<file path="src/common/rui_defs.svh">
/*
 * Constants of the remote upgrade image controller: field positions,
 * widths, reset values and watchdog count layout.
 * Assumes inclusion by bare name from the package and the design module.
 */
// Notes on behaviour
// [RL1] Power-up loads factory image from page zero
// [RL2] Application start may be any sector boundary
// [RL3] System should not share pages between images
// [RL4] Factory image reloads automatically after errors
// [RL5] Watchdog stays off while factory image active
// [RL6] Factory image sets next watchdog enable, timeout
// [RL7] Healthy application restarts watchdog before timeout
// [RL8] Watchdog expiry records cause, reloads factory image
// [RL9] Cause written on pin, CRC, watchdog, reset
// [RL10] Factory reads cause, then writes next selection
// [RL11] Application triggers factory reload after storing image; the code loads the update register contents instead
// [RL12] Shift register reaches update, status, control
// [RL13] Control holds page, watchdog settings, application flag
// [RL14] Application read copies control into shift register
// [RL15] Reconfiguration start copies update into control
// [RL16] Update changes only in factory, via update
// [RL17] Factory capture copies update into shift register
// [RL18] Status records cause; capture copies it out
// [RL19] Control, status, watchdog run on core clock
// [RL20] Shift, update registers follow user shift clock
// [RL21] Layout: flag, page, enable, 12-bit timeout
// [RL22] Watchdog count is timeout field, seventeen zeros
// [RL23] Cause bits: CRC, pin, fabric, reset, watchdog
// [RL24] Application flag set: control read only
// [RL25] Shift-select high shifts, low loads parallel
// [RL26] Low restart input reloads watchdog counter
// [RL27] Capture/update select stable around operation
`ifndef RUI_DEFS_SVH
`define RUI_DEFS_SVH

`define RUI_PAGE_W        24
`define RUI_WD_FIELD_W    12
`define RUI_WD_ZERO_W     17
`define RUI_WD_CNT_W      29
`define RUI_CTL_W         38
`define RUI_CAUSE_W       5
`define RUI_SHIFT_W       43

`define RUI_BIT_APP       0
`define RUI_BIT_WATCHDOG_ENABLE_BIT     25
`define RUI_BIT_CRC       0
`define RUI_BIT_PIN       1
`define RUI_BIT_FABRIC    2
`define RUI_BIT_EXT       3
`define RUI_BIT_WD        4

`define RUI_CTL_RESET     38'h00_0000_0000
`define RUI_CAUSE_RESET   5'h00

`endif

</file>
<file path="src/common/rui_pkg.sv">
/*
 * Types of the remote upgrade image controller.
 * Assumes rui_defs.svh is on the include path.
 */
`include "rui_defs.svh"

package rui_pkg;

    // Control and update share this layout, MSB first
    typedef struct packed {
        logic [`RUI_WD_FIELD_W-1:0] wd_timeout;
        logic                       wd_enable;
        logic [`RUI_PAGE_W-1:0]     page;
        logic                       app;
    } rui_ctl_t;

    typedef struct packed {
        logic wd;
        logic ext_pin;
        logic fabric;
        logic status_pin;
        logic crc;
    } rui_cause_t;

endpackage

</file>
<file path="src/rui_ctrl.sv">
/*
 * Remote upgrade image controller: control, update, status and shift
 * registers, user watchdog and reconfiguration sequencing.
 * Assumes all inputs are synchronous to core_clk; user_shift_clock is
 * sampled and its rising edge acts as the shift/update strobe.
 */
`timescale 1ns/1ps
`default_nettype none
`include "rui_defs.svh"

module rui_ctrl (
    input  wire logic                        core_clk,
    input  wire logic                        rst,
    input  wire logic                        user_shift_clock,
    input  wire logic                        shift_serial_in,
    input  wire logic                        shift_not_load_select,
    input  wire logic                        capture_not_update_select,
    input  wire logic                        fabric_reconfig_request_n,
    input  wire logic                        ext_reconfig_pin_n,
    input  wire logic                        config_status_pin_n,
    input  wire logic                        crc_error,
    input  wire logic                        watchdog_restart_n,
    output logic                             shift_serial_out,
    output logic                             reconfig_start,
    output logic [`RUI_PAGE_W-1:0]           start_page_address,
    output logic                             app_active,
    output logic                             watchdog_running,
    output rui_pkg::rui_cause_t              reconfig_cause
);

    // ------------------------------------------------------------
    // State
    // ------------------------------------------------------------
    rui_pkg::rui_ctl_t            ctl_r;
    rui_pkg::rui_ctl_t            ctl_nxt;
    rui_pkg::rui_ctl_t            upd_r;
    rui_pkg::rui_cause_t          cause_r;
    rui_pkg::rui_cause_t          cause_nxt;
    logic [`RUI_SHIFT_W-1:0]      shift_r;
    logic [`RUI_WD_CNT_W-1:0]     wd_cnt_r;
    logic                         uclk_prev_r;
    logic                         fab_prev_r;
    logic                         start_r;

    // ------------------------------------------------------------
    // Decode
    // ------------------------------------------------------------
    // Both strobes arrive as levels; a step is the first sampled cycle at the new level
    function automatic logic edge_up(input logic was_v, input logic now_v);
        edge_up = now_v & ~was_v;
    endfunction

    wire                          uclk_rise  = edge_up(uclk_prev_r, user_shift_clock);
    wire                          fab_fall   = edge_up(~fab_prev_r, ~fabric_reconfig_request_n);
    wire                          wd_on      = ctl_r.app & ctl_r.wd_enable; // RL5 RL24
    wire [`RUI_WD_CNT_W-1:0]      wd_reload  = {ctl_r.wd_timeout,
                                                {`RUI_WD_ZERO_W{1'b0}}}; // RL22
    // The count still holds the old image's value in the cycle after a load
    wire                          wd_expire  = wd_on & ~start_r & (wd_cnt_r == '0)
                                               & watchdog_restart_n; // RL8
    wire                          ev_ext     = ~ext_reconfig_pin_n;
    wire                          ev_pin     = ~config_status_pin_n;
    wire                          ev_any     = ev_ext | ev_pin | crc_error | wd_expire | fab_fall;

    // Application reads see control; factory captures see update
    wire rui_pkg::rui_ctl_t       cap_src    = ctl_r.app ? ctl_r : upd_r; // RL14 RL17
    wire [`RUI_SHIFT_W-1:0]       cap_word   = {cause_r, cap_src}; // RL18 RL12

    // Shift port operations, one per user clock step
    wire                          op_shift   = uclk_rise & shift_not_load_select; // RL25
    wire                          op_capture = uclk_rise & ~shift_not_load_select
                                               & capture_not_update_select; // RL25
    // Updates from an application image are dropped, not queued
    wire                          op_update  = uclk_rise & ~shift_not_load_select
                                               & ~capture_not_update_select
                                               & ~ctl_r.app; // RL16 RL24

    // One cause per reconfiguration; external reset outranks the rest
    always_comb begin
        cause_nxt = '0;
        ctl_nxt   = `RUI_CTL_RESET; // RL4
        if (ev_ext) begin
            cause_nxt.ext_pin = 1'b1; // RL9
        end else if (ev_pin) begin
            cause_nxt.status_pin = 1'b1; // RL9
        end else if (crc_error) begin
            cause_nxt.crc = 1'b1; // RL9
        end else if (wd_expire) begin
            cause_nxt.wd = 1'b1; // RL8
        end else begin
            cause_nxt.fabric = 1'b1; // RL9
            // Any sector-aligned page is taken as written
            ctl_nxt = upd_r; // RL15 RL2
        end
    end

    // ------------------------------------------------------------
    // Core-clock registers (control, status, watchdog)
    // ------------------------------------------------------------
    // Control is written only by the sequencer, never by the shift port
    always_ff @(posedge core_clk) begin // RL19
        if (rst) begin
            ctl_r <= `RUI_CTL_RESET; // RL1
        end else if (ev_any) begin
            ctl_r <= ctl_nxt; // RL13
        end
    end

    // Status is one-hot and overwritten by each event, not sticky
    always_ff @(posedge core_clk) begin // RL19
        if (rst) begin
            cause_r <= `RUI_CAUSE_RESET;
        end else if (ev_any) begin
            cause_r <= cause_nxt; // RL18 RL23
        end
    end

    // Set in reset so that leaving reset looks like a factory load
    always_ff @(posedge core_clk) begin
        if (rst) begin
            start_r <= 1'b1; // RL1
        end else begin
            start_r <= ev_any; // RL4
        end
    end

    // Restart is a level: holding it low keeps the count full
    always_ff @(posedge core_clk) begin
        if (rst) begin
            wd_cnt_r <= '0;
        end else if (start_r || !watchdog_restart_n || !wd_on) begin
            wd_cnt_r <= wd_reload; // RL26
        end else if (wd_cnt_r != '0) begin
            wd_cnt_r <= wd_cnt_r - 1'b1; // RL7
        end
    end

    // ------------------------------------------------------------
    // Shift and update registers, stepped by user shift clock
    // ------------------------------------------------------------
    // Reset values match the idle pin levels, so no false step follows reset
    always_ff @(posedge core_clk) begin
        if (rst) begin
            uclk_prev_r <= 1'b0;
            fab_prev_r  <= 1'b1;
        end else begin
            uclk_prev_r <= user_shift_clock;
            fab_prev_r  <= fabric_reconfig_request_n;
        end
    end

    // Data enters at the top and leaves at bit 0, least significant first
    always_ff @(posedge core_clk) begin // RL20
        if (rst) begin
            shift_r <= '0;
        end else if (op_shift) begin
            shift_r <= {shift_serial_in, shift_r[`RUI_SHIFT_W-1:1]}; // RL25
        end else if (op_capture) begin
            shift_r <= cap_word; // RL25 RL12
        end
    end

    // The status bits on top of the shift word are not written back
    always_ff @(posedge core_clk) begin // RL20
        if (rst) begin
            upd_r <= `RUI_CTL_RESET;
        end else if (op_update) begin
            upd_r <= shift_r[`RUI_CTL_W-1:0]; // RL16 RL21
        end
    end

    // ------------------------------------------------------------
    // Outputs
    // ------------------------------------------------------------
    // Serial data out lags the shift register by one core cycle
    always_ff @(posedge core_clk) begin
        if (rst) begin
            shift_serial_out <= 1'b0;
        end else begin
            shift_serial_out <= shift_r[0];
        end
    end

    always_ff @(posedge core_clk) begin
        if (rst) begin
            reconfig_start <= 1'b0;
        end else begin
            reconfig_start <= start_r; // RL4
        end
    end

    always_ff @(posedge core_clk) begin
        if (rst) begin
            start_page_address <= '0;
            app_active         <= 1'b0;
        end else begin
            start_page_address <= ctl_r.page; // RL1 RL2
            app_active         <= ctl_r.app; // RL13
        end
    end

    always_ff @(posedge core_clk) begin
        if (rst) begin
            watchdog_running <= 1'b0;
        end else begin
            watchdog_running <= wd_on; // RL5
        end
    end

    // Cause bit order is fixed by the package struct
    always_ff @(posedge core_clk) begin
        if (rst) begin
            reconfig_cause <= `RUI_CAUSE_RESET;
        end else begin
            reconfig_cause <= cause_r; // RL23
        end
    end

endmodule

`default_nettype wire

</file>
<file path="config.mk">
export PLATFORM = sky130hd
export DESIGN_NAME = rui_ctrl
export DESIGN_NICKNAME = d
export VERILOG_FILES = /design/src/common/rui_pkg.sv /design/src/rui_ctrl.sv
export VERILOG_INCLUDE_DIRS = /design/src /design/src/common
export SDC_FILE = /design/constraint.sdc
export NUM_CORES = 1
export LEC_CHECK = 0
export ABC_AREA = 1
export BUFFER_PORTS_ARGS = -buffer_cell sky130_fd_sc_hd__clkbuf_2
export CAP_MARGIN = 10
export CORE_MARGIN = 3
export CORE_UTILIZATION = 50
export DETAILED_ROUTE_END_ITERATION = 12
export PLACE_DENSITY = 0.67
export SETUP_SLACK_MARGIN = 0.1
export SYNTH_ARGS = -nofsm -noshare
export SYNTH_HDL_FRONTEND = slang
export SYNTH_SLANG_ARGS = --single-unit
</file>
<file path="constraint.sdc">
create_clock -name core_clk -period 3.3 [get_ports core_clk]
set_clock_uncertainty 0.05 [all_clocks]
set_input_delay 0.165 -clock core_clk [delete_from_list [all_inputs] [get_ports core_clk]]
set_output_delay 0.165 -clock core_clk [all_outputs]
set_load 0.1 [all_outputs]
</file>
Word-level counts from Yosys, hierarchy flattened. Index checks and enable logic that the tools add are counted.

Register bits after elaboration: 189. Bits in latches: 0. Bits in writable memories: 0. ROM bits: 0. Bits of input ports: 11. Output and inout bits: 33. Logic and storage cells: 83. Memories: 0.

Add/subtract/negate cells: 1. Multiply operators: 0. Div/mod/pow operators: 0. $lt $le $gt $ge: 0. Equality and inequality tests: 0. Shift-type cells: 0. Mux-type cells: 21. Bitwise logic cells: 23. Reductions and logical operators: 9.

Operator list (number): 38-bit 2-to-1 mux (5); 43-bit 2-to-1 mux (2); 29-bit 2-to-1 mux (2); 29-bit logical NOT (1); 29-bit nonzero test (1); 29-bit by 1-bit subtractor with 29-bit output (second input constant) (1); 1-bit AND (11); 1-bit 2-to-1 mux (11); 1-bit NOT (8); 1-bit OR (4); 2-bit nonzero test (2); 3-bit 2-to-1 mux (1); 1-bit logical NOT (2); 1-bit logical OR (2); 2-bit OR reduction (1).

Logic depth before layout (Yosys ltp).
Word-level depth: 8. Depth in mapped cells: 10. Gate-level depth less buffers: 10.

Least setup slack after synthesis. No wires, ideal clock.

Path kind: register to register. Start point: reg wd_cnt_r[0]. End point: reg ctl_r[18] (netlist name). Data arrival time: 1.488 ns. Path slack: 1.647 ns. Cell stages (with the launch flop): 11. Path buffers: 1. Period minus slack after synthesis: 1.653 ns. Cells stage by stage: dfxtp_1 > inv_1 > ha_1 > nand2_4 > nor2_8 > nand2_4 > nor2_8 > nand2_4 > nand4_4 > buf_12 > o21ai_2.

Longest elaborated chain between the ends: 7. Elaborated cells between the ends (all ways): 9.

Ends and longest elaborated chain: from (decl) (RTL line rui_ctrl.sv:40) `` logic [`RUI_WD_CNT_W-1:0] wd_cnt_r; ``; from (signal assigned) (RTL line rui_ctrl.sv:132) `wd_cnt_r <= wd_reload;`; from (signal assigned) (RTL line rui_ctrl.sv:134) `wd_cnt_r <= wd_cnt_r - 1'b1;`; 29-bit logical NOT (*) (RTL line rui_ctrl.sv:59) `wire wd_expire = wd_on & ~start_r & (wd_cnt_r == '0)`; 1-bit AND (*) (RTL line rui_ctrl.sv:59); 1-bit AND (*) (RTL line rui_ctrl.sv:60) `& watchdog_restart_n;`; 38-bit 2-to-1 mux (RTL line rui_ctrl.sv:88) `end else if (wd_expire) begin`; 38-bit 2-to-1 mux (RTL line rui_ctrl.sv:86) `end else if (crc_error) begin`; 38-bit 2-to-1 mux (RTL line rui_ctrl.sv:84) `end else if (ev_pin) begin`; 38-bit 2-to-1 mux (RTL line rui_ctrl.sv:82) `if (ev_ext) begin`; to (signal assigned) (RTL line rui_ctrl.sv:103) `` ctl_r <= `RUI_CTL_RESET; ``; to (signal assigned) (RTL line rui_ctrl.sv:105) `ctl_r <= ctl_nxt;`; to (decl) (RTL line rui_ctrl.sv:34) `rui_pkg::rui_ctl_t ctl_r;`.

Mark *: on every way between the ends. The rest lies on a longest branch, timed or not. A chain may end at the register's enable or synchronous reset.

Worst setup path in the final report.
Start point: reg wd_cnt_r[0]. End point: reg ctl_r[14] (netlist name).

Same word-level chain as after synthesis.

==> summary.txt <==
GRT
  – Vias in the first global route: 6,077
  – First-pass GRT wire length: 30.0 mm
  – Antenna violations before repair: 0
  – Remaining Overflow, GRT: 0
  – All-Layer GR Usage: 20.7%
  – Largest net degree at the start of global routing: 64

Job
  – Max cap viols: 0

Synth
  – Main synth FF type: dfxtp_1
  – Top-area cell type share of the netlist area: 46.9%
  – Post-synth top cells: dfxtp_1, inv_1, nand2_1
  – #FFs+latches synth: 189
  – Synth area leader: dfxtp_1
  – Post-Syn Area: 8070 um^2
  – Synth Area per Inst: 7.78 um^2
  – Count leader, synth: dfxtp_1
  – Synth top area cells: dfxtp_1, inv_1, nand2_1
  – Yosys warns: 0
  – Net Count, Synth: 1,049
  – Share of async-settable or async-resettable flops after synthesis: 0%
  – Sequential area share after synthesis: 46.9%
  – Post-Syn Instances: 1,037
  – Number of synthesized flops with an enable pin: 0
  – Synth unique cells: 38

Run status
  – Status: complete, no violations

Place
  – Hpwl dp: 11.3 mm
  – Pre-CTS setup slack: 853 ps
  – Placer congestion estimate: 0.845
  – I/O Buffers: 43

Layout
  – Filler cell count: 1,450
  – Layout cell share with drive strength beyond 1: 13.5%
  – Layout Utilization: 58.1%
  – NumNets Final: 1,065
  – Sequential cell area: 3780 um^2
  – Area Growth Syn to Fin: 11.5%
  – Multi-input gate area: 3420 um^2
  – Antenna Diode Count: 0

Detailed routing
  – Post-DR wirelength/cell: 14.0 um
  – WL final: 17.9 mm
  – Starting DRT DRC Count: 522
  – Vias/cell: 5.15
  – Detailed Routing Iterations Pass 1: 5
  – DRC Markers: 0
  – Remaining antenna violation count after routing: 0
  – DR vias: 6,574

Timing
  – Slew Limit Headroom: 49.5%
  – Hold Vio Cnt, Final: 0
  – Fmax: 471 MHz
  – Final min period: 2120 ps
  – PnR worst setup slack: 1180 ps
  – Tcrit/Tclk final: 64.4%
  – Worst Max-Slew Pin Slew: 757 ps
  – Final setup fails: 0
  – Final slew viol count: 0
  – Setup TNS: 0 ps
  – RSZ-0062 raised after global routing: no

Floorplan
  – CORE AREA: 15,500 um^2
  – Rows: 45
  – Initial Utilization: 52.1%
  – Die Span X: 133 um
  – Die area: 17,700 um^2
  – Die height: 133 um
  – IO Count: 44

Power and ir drop
  – Pwr Total: 4.75 mW
  – Leakage power: 3.57 nW
  – Peak supply drop: 433 uV
  – Cell Pwr Density: 528 nW/um^2

Worst setup path
  – CP Max Fanout: 23
  – WP data arrival: 2420 ps
  – CP Class: reg -> reg
  – Data required, critical path: 3600 ps
  – CP Launch Type: flip-flop
  – CP Capture Type: flip-flop

Clock network
  – TritonCTS Buffers: 17
  – Clk Tree Root Cell: clkbuf_16
  – H-tree depth: 4
  – CTS tree: done
  – Clock-pin slew on the worst setup and hold paths: 70 ps
  – Clock buffer depth: 2
  – Clk Latency, worst-skew pair: 430 ps
  – Clock sink total: 189

Min path
  – Worst hold path class: in -> reg
## power breakdown
| group | total [mW] | internal (mW) | switching [mW] |
|---|---|---|---|
| Clock | 2.07 | 1.15 | 0.916 |
| Combinational | 0.295 | 0.0900 | 0.205 |
| Sequential | 2.39 | 2.35 | 0.0404 |
## flip-flops by register name, indices dropped and copies added (netlist names)
register and cells:
ctl_r 38, reconfig_cause 5, reconfig_start 1, fab_prev_r 1, shift_r 43, app_active 1
upd_r 38, uclk_prev_r 1, start_r 1, start_page_address 24, wd_cnt_r 29, shift_serial_out 1
watchdog_running 1, cap_word 5
## worst paths after layout
path	start	endpoint	slack [ps]	cells after the start
max reg2reg	wd_cnt_r[0]	ctl_r[14]	1180	10
min	crc_error	cap_word[38]	20	3
max	wd_cnt_r[0]	ctl_r[14]	1180	10
min reg2reg	ctl_r[14]	start_page_address[13]	380	2
## area by class of cell
class	instances	area share, %
timing repair buffer	60	4.31
inverter	146	6.09
clock buffer	18	4.88
sequential	189	42.1
clock inverter	14	1.75
multi-input combinational	639	38.0
tap	211	2.93
## what timing repair did
item                                   in CTS  in global routing
endpoints found under the hold margin       6                  0
hold buffers                                5                  0
gates resized for setup                     0                  0
setup buffers                               0                  0
## layout by cell type, fill, tap and decap left out, drive strengths merged, types with 13 or more instances in the layout
| master | n |
|---|---|
| a21oi | 67 |
| o211ai | 58 |
| nand4 | 13 |
| inv | 149 |
| o21ai | 132 |
| nand3 | 63 |
| clkbuf | 61 |
| dfxtp | 189 |
| nand2 | 148 |
| nor2 | 113 |
## per-stage QoR
| stage | cells | hold slack (ps) | cell area, um^2 |
|---|---|---|---|
| after floorplan | 1037 | 212 | 8070 |
| after global placement | 1239 | 304 | 8320 |
| after detailed placement | 1239 | 307 | 8320 |
| after CTS | 1276 | 5.57 | 8970 |
| after global routing | 1277 | 17.3 | 9000 |
| final | 1277 | 15.2 | 9000 |
## metal layers
metal	global-route usage, %	vias up	routed length, um
li1	-	3442	-
met1	29.2	3014	8860
met2	32.5	107	8150
met3	4.49	11	738
met4	4.50	0	133
met5	0	-	0
## worst max-delay path, cell delays in order (launching register included)
cell and delay [ps]:
dfxtp_1 330, inv_1 80, ha_1 280, nand2_4 140
nor2_8 60, nand2_4 80, nor2_8 60, a21oi_4 530
buf_16 250, nand3_1 100, o21ai_2 70
## cell families (layout without fill, tap and decap cells)
group                    count (synthesis)  in the layout  share of synthesized area [%]
AO/OA/AOI/OAI                          279            279                           21.1
XOR/XNOR                                 9              9                          0.977
adder cells (fa/ha/maj)                  1              1                          0.155
buffers and inverters                  209            238                           11.0
flip-flops                             189            189                           46.9
AND/OR/NAND/NOR                        350            350                           19.9
Power figures use the tool's default switching activity.
